--- src/hw/pib_map.svh ---
// Register offsets, field positions, reset values and masks for the
// peripheral interrupt enable and flag bank.
// Assumes a 32-bit APB slave with one register per aligned word.
`ifndef PIB_MAP_SVH
`define PIB_MAP_SVH

`define PIB_OFF_GCTRL     12'h000
`define PIB_OFF_EN1       12'h004
`define PIB_OFF_EN2       12'h008
`define PIB_OFF_EN3       12'h00c
`define PIB_OFF_FLG1      12'h010
`define PIB_OFF_FLG2      12'h014
`define PIB_OFF_FLG3      12'h018
`define PIB_OFF_ISTAT     12'h01c
`define PIB_OFF_IMASK     12'h020

`define PIB_BIT_T1_GATE   7
`define PIB_BIT_CONV      6
`define PIB_BIT_T2_MATCH  1
`define PIB_BIT_T1_OVF    0
`define PIB_BIT_OSC       2
`define PIB_BIT_CELL_B    1
`define PIB_BIT_CELL_A    0
`define PIB_BIT_GIE       7
`define PIB_BIT_PERIPHERAL_IRQ_MASTER_EN      6

`define PIB_MASK_1        8'hc3
`define PIB_MASK_2        8'h04
`define PIB_MASK_3        8'h03
`define PIB_MASK_GCTRL    8'hc0
`define PIB_MASK_EVT      3'h7
`define PIB_RESET_VAL     8'h00
`define PIB_VECTOR        16'h0004

`endif

--- src/hw/pib_pkg.sv ---
// Types for the peripheral interrupt enable and flag bank.
// Assumes pib_map.svh for all numeric constants.
`default_nettype none
package pib_pkg;
    typedef struct packed {
        logic timer_one_gate;
        logic converter_done;
        logic timer_two_match;
        logic timer_one_overflow;
        logic osc_core;
        logic logic_cell_b;
        logic logic_cell_a;
    } pib_events_s;

    typedef struct packed {
        logic        irq_take;
        logic [15:0] vector_addr;
    } pib_core_req_s;
endpackage : pib_pkg
`default_nettype wire

--- src/hw/pib_bank.sv ---
// Peripheral interrupt enable/flag bank with APB register access.
// Assumes synchronous one-cycle event pulses and a core that acks entry.
`include "pib_map.svh"
`default_nettype none

// Contract
// - Enable one holds gate bit7, converter bit6, match bit1, overflow bit0.
// - Enable two implements only bit 2, oscillator-core enable.
// - Enable three holds cell B enable bit1, cell A enable bit0.
// - Flag one mirrors enable one layout; one means pending.
// - Flag two implements only bit 2, oscillator-core pending.
// - Flag three holds cell B pending bit1, cell A pending bit0.
// - No peripheral request reaches the core without peripheral enable.
// - Flags set on events regardless of any enable bit.
// - Unimplemented enable and flag bits read as zero.
// - Implemented bits are read/write and reset to zero.
// - Global enable clear blocks all interrupt redirection.
// - A taken interrupt loads vector address 0004h.
module pib_bank
    import pib_pkg::*;
(
    // Clock, reset, enable
    input  wire logic        mclk,
    input  wire logic        rst,
    input  wire logic        ce,
    // APB slave
    input  wire logic        psel,
    input  wire logic        penable,
    input  wire logic        pwrite,
    input  wire logic [11:0] paddr,
    input  wire logic [31:0] pwdata,
    output logic             pready,
    output logic             pslverr,
    output logic [31:0]      prdata,
    // Peripheral event pulses
    input  wire pib_events_s events,
    // Core side
    input  wire logic        irq_ack,
    output logic             periph_req,
    output pib_core_req_s    core_req,
    // Summary interrupt
    output logic             irq
);
    logic [7:0]    gctrl_reg,  gctrl_next;
    logic [7:0]    en1_reg,    en1_next;
    logic [7:0]    en2_reg,    en2_next;
    logic [7:0]    en3_reg,    en3_next;
    logic [7:0]    flg1_reg,   flg1_next;
    logic [7:0]    flg2_reg,   flg2_next;
    logic [7:0]    flg3_reg,   flg3_next;
    logic [2:0]    istat_reg,  istat_next;
    logic [2:0]    imask_reg,  imask_next;
    logic [31:0]   rdata_reg,  rdata_next;
    logic          rdhold_reg, rdhold_next;
    pib_core_req_s creq_reg,   creq_next;
    logic [7:0]    ev1;
    logic [7:0]    ev2;
    logic [7:0]    ev3;
    logic          wr;
    logic          rd;
    logic          rd_take;
    logic          any_pend;
    logic          req_now;
    logic [2:0]    evt_stat;

    assign wr      = psel && penable && pwrite;
    assign rd      = psel && penable && !pwrite;
    // Reads insert one wait state: the word is captured into a flop on
    // the first access edge and handed over with pready on the second
    assign rd_take = rd && !rdhold_reg;
    assign pready  = ce && (pwrite || rdhold_reg);
    assign pslverr = 1'b0;
    assign prdata  = rdata_reg;

    // Event vectors placed at their register positions
    always_comb begin
        ev1 = 8'h00;
        ev2 = 8'h00;
        ev3 = 8'h00;
        ev1[`PIB_BIT_T1_GATE]  = events.timer_one_gate;
        ev1[`PIB_BIT_CONV]     = events.converter_done;
        ev1[`PIB_BIT_T2_MATCH] = events.timer_two_match;
        ev1[`PIB_BIT_T1_OVF]   = events.timer_one_overflow;
        ev2[`PIB_BIT_OSC]      = events.osc_core;
        ev3[`PIB_BIT_CELL_B]   = events.logic_cell_b;
        ev3[`PIB_BIT_CELL_A]   = events.logic_cell_a;
    end

    assign any_pend = |(flg1_reg & en1_reg) || |(flg2_reg & en2_reg)
                   || |(flg3_reg & en3_reg);
    assign req_now  = any_pend && gctrl_reg[`PIB_BIT_PERIPHERAL_IRQ_MASTER_EN]
                   && gctrl_reg[`PIB_BIT_GIE];
    assign periph_req = req_now;
    assign core_req   = creq_reg;
    assign evt_stat   = {|ev3, |ev2, |ev1};
    assign irq        = |(istat_reg & imask_reg);

    always_comb begin
        gctrl_next = gctrl_reg;
        en1_next   = en1_reg;
        en2_next   = en2_reg;
        en3_next   = en3_reg;
        flg1_next  = flg1_reg;
        flg2_next  = flg2_reg;
        flg3_next  = flg3_reg;
        imask_next = imask_reg;
        istat_next = istat_reg;
        rdata_next = rdata_reg;
        creq_next  = creq_reg;
        rdhold_next = rd_take;
        if (wr) begin
            case (paddr)
                `PIB_OFF_GCTRL: gctrl_next = pwdata[7:0] & `PIB_MASK_GCTRL;
                `PIB_OFF_EN1:   en1_next   = pwdata[7:0] & `PIB_MASK_1;
                `PIB_OFF_EN2:   en2_next   = pwdata[7:0] & `PIB_MASK_2;
                `PIB_OFF_EN3:   en3_next   = pwdata[7:0] & `PIB_MASK_3;
                `PIB_OFF_FLG1:  flg1_next  = pwdata[7:0] & `PIB_MASK_1;
                `PIB_OFF_FLG2:  flg2_next  = pwdata[7:0] & `PIB_MASK_2;
                `PIB_OFF_FLG3:  flg3_next  = pwdata[7:0] & `PIB_MASK_3;
                `PIB_OFF_IMASK: imask_next = pwdata[2:0];
                default: begin
                end
            endcase
        end
        // Events are ORed after the write so a same-cycle clear loses
        flg1_next = flg1_next | ev1;
        flg2_next = flg2_next | ev2;
        flg3_next = flg3_next | ev3;
        if (rd_take) begin
            case (paddr)
                `PIB_OFF_GCTRL: rdata_next = {24'h000000, gctrl_reg};
                `PIB_OFF_EN1:   rdata_next = {24'h000000, en1_reg};
                `PIB_OFF_EN2:   rdata_next = {24'h000000, en2_reg};
                `PIB_OFF_EN3:   rdata_next = {24'h000000, en3_reg};
                `PIB_OFF_FLG1:  rdata_next = {24'h000000, flg1_reg};
                `PIB_OFF_FLG2:  rdata_next = {24'h000000, flg2_reg};
                `PIB_OFF_FLG3:  rdata_next = {24'h000000, flg3_reg};
                `PIB_OFF_ISTAT: rdata_next = {29'h0, istat_reg};
                `PIB_OFF_IMASK: rdata_next = {29'h0, imask_reg};
                default:        rdata_next = 32'h00000000;
            endcase
            if (paddr == `PIB_OFF_ISTAT) begin
                istat_next = 3'h0;
            end
        end
        // Set wins over the read-to-clear
        istat_next = istat_next | evt_stat;
        // Entry clears global enable so nested events only record flags
        if (irq_ack && req_now) begin
            gctrl_next[`PIB_BIT_GIE] = 1'b0;
        end
        creq_next.irq_take    = req_now && !irq_ack;
        creq_next.vector_addr = `PIB_VECTOR;
    end

    always_ff @(posedge mclk) begin
        if (rst) begin
            gctrl_reg <= `PIB_RESET_VAL;
            en1_reg   <= `PIB_RESET_VAL;
            en2_reg   <= `PIB_RESET_VAL;
            en3_reg   <= `PIB_RESET_VAL;
            flg1_reg  <= `PIB_RESET_VAL;
            flg2_reg  <= `PIB_RESET_VAL;
            flg3_reg  <= `PIB_RESET_VAL;
            istat_reg <= 3'h0;
            imask_reg <= 3'h0;
            rdata_reg <= 32'h00000000;
            creq_reg  <= '0;
            rdhold_reg <= 1'b0;
        end else if (ce) begin
            gctrl_reg <= gctrl_next;
            en1_reg   <= en1_next;
            en2_reg   <= en2_next;
            en3_reg   <= en3_next;
            flg1_reg  <= flg1_next;
            flg2_reg  <= flg2_next;
            flg3_reg  <= flg3_next;
            istat_reg <= istat_next;
            imask_reg <= imask_next;
            rdata_reg <= rdata_next;
            creq_reg  <= creq_next;
            rdhold_reg <= rdhold_next;
        end
    end

    // Assertions
    property p_flag_sets;
        @(posedge mclk) disable iff (rst)
        (ce && events.timer_one_gate) |=> flg1_reg[`PIB_BIT_T1_GATE];
    endproperty
    a_flag_sets: assert property (p_flag_sets) else $error("gate flag not set");

    property p_set_wins;
        @(posedge mclk) disable iff (rst)
        (ce && wr && paddr == `PIB_OFF_FLG3 && events.logic_cell_a) |=> flg3_reg[0];
    endproperty
    a_set_wins: assert property (p_set_wins) else $error("event lost on clear");

    property p_peripheral_irq_master_en_gate;
        @(posedge mclk) disable iff (rst)
        !gctrl_reg[`PIB_BIT_PERIPHERAL_IRQ_MASTER_EN] |-> !periph_req;
    endproperty
    a_peripheral_irq_master_en_gate: assert property (p_peripheral_irq_master_en_gate) else $error("req without peripheral_irq_master_en");

    property p_gie_gate;
        @(posedge mclk) disable iff (rst)
        !gctrl_reg[`PIB_BIT_GIE] |-> !periph_req;
    endproperty
    a_gie_gate: assert property (p_gie_gate) else $error("req without gie");

    property p_req_cause;
        @(posedge mclk) disable iff (rst)
        periph_req |-> (|(flg1_reg & en1_reg) || |(flg2_reg & en2_reg)
                        || |(flg3_reg & en3_reg));
    endproperty
    a_req_cause: assert property (p_req_cause) else $error("req without source");

    property p_unimpl_zero;
        @(posedge mclk) disable iff (rst)
        (en1_reg[5:2] == 4'h0) && (flg2_reg[7:3] == 5'h00) && (flg3_reg[7:2] == 6'h00);
    endproperty
    a_unimpl_zero: assert property (p_unimpl_zero) else $error("unused bit set");

    property p_vector;
        @(posedge mclk) disable iff (rst)
        core_req.irq_take |-> core_req.vector_addr == 16'h0004;
    endproperty
    a_vector: assert property (p_vector) else $error("bad vector");

    property p_en_write;
        @(posedge mclk) disable iff (rst)
        (ce && wr && paddr == `PIB_OFF_EN1) |=> en1_reg == ($past(pwdata[7:0]) & 8'hc3);
    endproperty
    a_en_write: assert property (p_en_write) else $error("enable write lost");

    property p_osc_only;
        @(posedge mclk) disable iff (rst)
        (ce && wr && paddr == `PIB_OFF_EN2) |=> en2_reg == ($past(pwdata[7:0]) & 8'h04);
    endproperty
    a_osc_only: assert property (p_osc_only) else $error("enable two layout");

    property p_cell_en;
        @(posedge mclk) disable iff (rst)
        (ce && wr && paddr == `PIB_OFF_EN3) |=> en3_reg == ($past(pwdata[7:0]) & 8'h03);
    endproperty
    a_cell_en: assert property (p_cell_en) else $error("enable three layout");

    property p_rd_wait;
        @(posedge mclk) disable iff (rst)
        (ce && rd_take) |-> !pready;
    endproperty
    a_rd_wait: assert property (p_rd_wait) else $error("read answered without wait");

    property p_rd_data;
        @(posedge mclk) disable iff (rst)
        (ce && rd_take && paddr == `PIB_OFF_FLG1)
            |=> prdata == {24'h000000, $past(flg1_reg)};
    endproperty
    a_rd_data: assert property (p_rd_data) else $error("flag one read data");

    property p_istat_clear;
        @(posedge mclk) disable iff (rst)
        (ce && rd_take && paddr == `PIB_OFF_ISTAT && evt_stat == 3'h0)
            |=> istat_reg == 3'h0;
    endproperty
    a_istat_clear: assert property (p_istat_clear) else $error("status not cleared");

    property p_ack_gie;
        @(posedge mclk) disable iff (rst)
        (ce && irq_ack && req_now) |=> !gctrl_reg[`PIB_BIT_GIE];
    endproperty
    a_ack_gie: assert property (p_ack_gie) else $error("entry kept gie");

    property p_flag_clear;
        @(posedge mclk) disable iff (rst)
        (ce && wr && paddr == `PIB_OFF_FLG2 && !pwdata[`PIB_BIT_OSC] && !events.osc_core)
            |=> !flg2_reg[`PIB_BIT_OSC];
    endproperty
    a_flag_clear: assert property (p_flag_clear) else $error("flag clear lost");

    // A frozen enable must hold flag one, status and global control, events included
    property p_ce_hold;
        @(posedge mclk) disable iff (rst)
        !ce |=> ($stable(flg1_reg) && $stable(istat_reg) && $stable(gctrl_reg));
    endproperty
    a_ce_hold: assert property (p_ce_hold) else $error("state moved with ce low");

    property p_unimpl_rest;
        @(posedge mclk) disable iff (rst)
        ((en1_reg & ~`PIB_MASK_1) | (en2_reg & ~`PIB_MASK_2) | (en3_reg & ~`PIB_MASK_3)
         | (flg1_reg & ~`PIB_MASK_1) | (flg2_reg & ~`PIB_MASK_2) | (flg3_reg & ~`PIB_MASK_3)
         | (gctrl_reg & ~`PIB_MASK_GCTRL)) == 8'h00;
    endproperty
    a_unimpl_rest: assert property (p_unimpl_rest) else $error("unused bit set");

    c_req: cover property (@(posedge mclk) disable iff (rst) periph_req);
    c_set_clear: cover property (@(posedge mclk) disable iff (rst)
        wr && paddr == `PIB_OFF_FLG1 && |ev1);
    c_ack: cover property (@(posedge mclk) disable iff (rst) irq_ack && req_now);
    c_irq: cover property (@(posedge mclk) disable iff (rst) irq);
endmodule : pib_bank
`default_nettype wire

--- config.mk ---
export PLATFORM = sky130hd
export DESIGN_NAME = pib_bank
export DESIGN_NICKNAME = d
export VERILOG_FILES = /design/src/hw/pib_pkg.sv /design/src/hw/pib_bank.sv
export VERILOG_INCLUDE_DIRS = /design/src /design/src/hw
export SDC_FILE = /design/constraint.sdc
export NUM_CORES = 1
export LEC_CHECK = 0
export ABC_AREA = 1
export BUFFER_PORTS_ARGS = -buffer_cell sky130_fd_sc_hd__buf_2
export CAP_MARGIN = 30
export CORE_UTILIZATION = 47
export CTS_BUF_LIST = sky130_fd_sc_hd__clkbuf_8
export CTS_CLUSTER_SIZE = 8
export DETAILED_ROUTE_END_ITERATION = 16
export MAX_ROUTING_LAYER = met4
export PLACE_DENSITY = 0.83
export SLEW_MARGIN = 20
export SYNTH_ARGS = -nofsm -noshare
export SYNTH_HDL_FRONTEND = slang
export SYNTH_SLANG_ARGS = --single-unit
--- constraint.sdc ---
create_clock -name mclk -period 1.8 [get_ports mclk]
set_clock_uncertainty 0.2 [all_clocks]
set_input_delay 0.09 -clock mclk [delete_from_list [all_inputs] [get_ports mclk]]
set_output_delay 0.09 -clock mclk [all_outputs]
set_load 0.005 [all_outputs]
======== After elaboration in Yosys (flattened, before gate mapping) ========
Cells that the tools add are included.
storage, ports and cells
  register bits after elaboration ......... 74
  logic and storage cells ................. 73
  input bits .............................. 58
  output and inout bits ................... 53
cells by class
  multiplexer cells ....................... 12
  equality and inequality tests ........... 8
  reduce and logical (&&, ||, !) cells .... 31
  bitwise gates (word level) .............. 8
operators with widths
  operator             number
  $pmux 8 s9           1
  $mux 8               8
  $eq 12x5->1 const B  4
  $eq 12x4->1 const B  2
  $reduce_or 8->1      3
  $reduce_and 3->1     6
  $eq 12x3->1 const B  1
  $eq 12x6->1 const B  1
  $logic_not 12->1     1
  $logic_and 1x1->1    9
  $and 8x2->8          1
  $and 8x3->8          1
  $and 8x8->8          1
  $or 8x2->8           1
  $or 8x3->8           1
  $or 8x8->8           1
  $mux 3               2
  $reduce_bool 2->1    2
  $reduce_or 4->1      1
  $and 3x3->3          1
  $logic_not 1->1      3
  $logic_or 1x1->1     3
  $or 3x3->3           1
  $reduce_or 3->1      1
  other kinds (3)      3

======== Depth between registers and ports, before layout ========
  word-level depth ........................ 9
  depth in mapped cells ................... 11
  gate-level depth less buffers ........... 11

======== Worst setup path after synthesis ========
Ideal clock, no wire load.
  path kind ............................... register -> register
  start ................................... reg rdhold_reg
  end ..................................... reg istat_reg[0]
  path slack .............................. 0.458 ns
  path buffers ............................ 0
  stages on the path, launching flop included .. 7
  data arrival time ....................... 1.007 ns
  setup time .............................. 0.135 ns
  data required time ...................... 1.465 ns
  clock period less this slack ............ 1.342 ns
  cell sequence ........................... dfxtp_1 nor3_1 nand2_1 inv_1 nand4_1 nand2_1 a21oi_1
between the ends
  cells in the longest elaborated chain, start to end .. 4
ends and longest elaborated chain
  item                      line             source
  start: declaration        pib_bank.sv:54   logic rdhold_reg, rdhold_next;
  start signal: assignment  pib_bank.sv:182  rdhold_reg <= rdhold_next;
  $logic_not 1->1           pib_bank.sv:70   assign rd_take = rd && !rdhold_reg;
  $logic_and 1x1->1         pib_bank.sv:70
  $mux 3                    pib_bank.sv:129  if (rd_take) begin
  $or 3x3->3                pib_bank.sv:147  istat_next = istat_next | evt_stat;
  end signal: assignment    pib_bank.sv:178  istat_reg <= istat_next;
  end: declaration          pib_bank.sv:51   logic [2:0] istat_reg, istat_next;
Every way passes these cells.
A chain may end at the register's enable or synchronous reset.

======== Worst setup path after layout ========
  start ................................... in pwdata[1]
  end ..................................... reg flg3_reg[1]
between the ends
  cells in the longest elaborated chain, start to end .. 3
ends and longest elaborated chain
  item                    line             source
  start: declaration      pib_bank.sv:31   input wire logic [31:0] pwdata,
  $mux 8                  pib_bank.sv:112  case (paddr)
  $mux 8                  pib_bank.sv:111  if (wr) begin
  $or 8x2->8              pib_bank.sv:128  flg3_next = flg3_next | ev3;
  end signal: assignment  pib_bank.sv:164  flg3_reg <= `PIB_RESET_VAL;
  end signal: assignment  pib_bank.sv:177  flg3_reg <= flg3_next;
  end: declaration        pib_bank.sv:50   logic [7:0] flg3_reg, flg3_next;
Every way passes these cells.

==> flow_summary.json <==
{
  "gp_congestion": 0.974,
  "cp_slowest_stage_delay_ns": 0.57,
  "die_x_um": 69.2,
  "rsz0062_at_grt": "yes",
  "grt_usage_pct": 21.3,
  "final_area_sq_mm": 0.00249,
  "largest_reg_flops": 5,
  "dieArea_sq_mm": 0.00479,
  "clk_pin_slew_ns": 0.06,
  "holdCritStartpoint": "ce",
  "setup_violations": 0,
  "cts_sinks": 30,
  "cts-buffers-inserted": 5,
  "start_kind": "input port",
  "cts.htree.levels": 2,
  "status": "completed",
  "maxCapViolCount": 0,
  "ys_seq_area_share_pct": 28.3,
  "r2r_slack_ns": 0.37,
  "clock_latency_ns": 0.28,
  "cts-root-buf": "clkbuf_8",
  "diodes": 0,
  "final_util_pct": 57.2,
  "drt_iter0_drc": 100,
  "num_io_pins": 111,
  "synth.distinct_cells": 28,
  "min_period_ns": 1.74,
  "max_freq_mhz": 575,
  "place_area_sq_mm": 0.00220,
  "antenna_found_initial": 0,
  "crit_chain": "dlygate4sd3_1 -> buf_4 -> inv_1 -> nor3_1 -> o21ai_0 -> a21oi_1 -> dlygate4sd3_1",
  "cts_tree": "yes",
  "ys_ff_latch": 30,
  "rows": 24,
  "max-slew-margin-rel_pct": 66.5,
  "hold_path_end": "core_req[2]",
  "reg2reg_from": "rdhold_reg",
  "place.detailed.instances": 398,
  "grt_pass1_wl_um": 7990,
  "synth_cells": 310,
  "hold_violations": 0,
  "critPathMaxFanout": 5,
  "syn_to_final_growth_pct": 17.2,
  "drive_gt1_share_pct": 21.7,
  "start_util_pct": 48.8,
  "drc": 0,
  "finalMaxSlewViolations": 0,
  "min_path_cells": 3,
  "grt_start_max_net_pins": 18,
  "vias_per_cell": 4.77,
  "cp_slowest_cell": "dlygate4sd3_1",
  "ant_nets": 0,
  "grt-ovfl-total": 0,
  "crit_arrival_ns": 1.77,
  "grt_pass1_vias": 1886,
  "worst_pin_slew_ns": 0.502,
  "io_buffers": 40,
  "whs_ns": 0.0175,
  "layout.cells.non_filler": 425,
  "clockBufferDepth": 2,
  "dp_hpwl_um": 3560,
  "route.vias.total": 2026,
  "wire_per_inst_um": 11.2,
  "synth_area_sq_mm": 0.00212,
  "r2r-end": "istat_reg[1]",
  "core_area_sq_mm": 0.00435,
  "syn_avg_cell_area_sq_um": 6.85,
  "final_nets": 430,
  "drt-total-wl_um": 4750,
  "required_ns": 1.83,
  "leakage_nw": 1.27,
  "die_height_um": 69.2,
  "power_density_mw_per_mm2": 588,
  "ir_worst_vdd_uv": 443,
  "worstRegToRegCells": 6,
  "min_period_over_period_pct": 96.6,
  "dr.pass1.iters": 4,
  "tns_ns": 0,
  "cpMostUsedCell": "dlygate4sd3_1",
  "hold_path.class": "in2reg",
  "end_kind": "flop",
  "yosysWarningCount": 0,
  "path_class": "in2reg"
}
## report_power, final
part	total (mW)	internal (mW)	switching [mW]
registers	0.698	0.683	0.0153
logic	0.219	0.0884	0.130
clock network	0.546	0.302	0.244
## routing by layer
layer  vias up  share of wire (%)  routed length (um)  GRT usage, %
met5         -                  0                   0             -
met3        11                6.4                 302          6.10
met2        74                 49                2340          35.9
met1       917                 43                2030          24.0
li1       1024                  -                   -             -
met4         0                1.6                  76          7.71
## timing repair
action / in CTS / in global routing
endpoints found under the hold margin: 30 / 1
buffers inserted: 0 / 0
setup endpoints to repair: 0 / 3
hold buffers: 18 / 1
gates resized for setup: 0 / 3
## synthesized netlist by cell type
cell type	n	area, sq um
a21oi_1	23	115
a21oi_2	2	17.5
a22oi_1	1	7.51
buf_12	1	20.0
buf_2	1	5.00
buf_4	44	330
clkbuf_1	1	3.75
conb_1	1	3.75
dfxtp_1	30	601
inv_1	33	124
inv_2	6	22.5
inv_6	1	8.76
nand2_1	69	259
nand2_2	3	18.8
nand2_4	3	33.8
nand3_1	26	130
nand3_2	1	10.0
nand3_4	2	35.0
nand4_1	5	31.3
nor2_1	20	75.1
nor2_2	7	43.8
nor2_4	4	45.0
nor2_8	3	60.1
nor3_1	4	20.0
o211ai_1	2	15.0
o21ai_0	14	70.1
o21ai_1	2	10.0
o41ai_1	1	8.76
## stage by stage
step                setup slack [ns]  power, mW
floorplan                      0.458      0.889
global placement               0.296      0.888
detailed placement             0.300      0.892
CTS                           0.0431       1.46
global route                 -0.0135       1.53
finish                        0.0606       1.46
## worst max-delay path by stage
stage                     from           end  cells past startpoint  slack, ns
global route         pwdata[1]   flg3_reg[1]                      7      -0.01
CTS                  events[6]  istat_reg[0]                      5       0.04
finish               pwdata[1]   flg3_reg[1]                      7       0.06
detailed placement          ce  gctrl_reg[7]                     10       0.30
floorplan           rdhold_reg  istat_reg[0]                      6       0.46
global placement            ce  gctrl_reg[7]                     10       0.30
## area by class of cell
cell class / count / area, sq um
clock buffers: 6 / 82.6
clock inverters: 2 / 8.76
fillers: 417 / 1860
inverters: 40 / 155
multi-input cells: 235 / 1170
flip-flops and latches: 30 / 601
well taps: 52 / 65.1
repair buffers: 60 / 403
## kinds of logic (layout without fill, tap and decap cells)
family	after synthesis	count (layout)	share of synthesized area [%]
flops	30	30	28.3
buf+inv	87	108	24.2
other cells	1	43	0.177
simple gates	147	147	35.9
compound gates	45	45	11.5
## cell usage in the layout, fill, tap and decap left out, types with 2 or more instances in the layout
cell / instances
nand2_1: 69
a21oi_1: 23
nand3_4: 2
nor2_2: 7
o21ai_1: 2
nor2_1: 20
o211ai_1: 2
nand2_2: 3
conb_1: 43
o21ai_0: 14
nor2_4: 4
nand4_1: 5
inv_2: 6
inv_1: 34
nand2_4: 3
a21oi_2: 2
dfxtp_1: 30
buf_2: 38
nand3_1: 26
clkbuf_8: 6
nor3_1: 4
buf_4: 2
nor2_8: 3
dlygate4sd3_1: 19
## worst max-delay path: cells and delay by family
kind / cells / cell delay (ns)
AO/OA/AOI/OAI: 2 / 0.24
AND/OR/NAND/NOR: 1 / 0.16
buffers and inverters: 4 / 1.28
No activity file was read; power rests on OpenSTA's default activity.
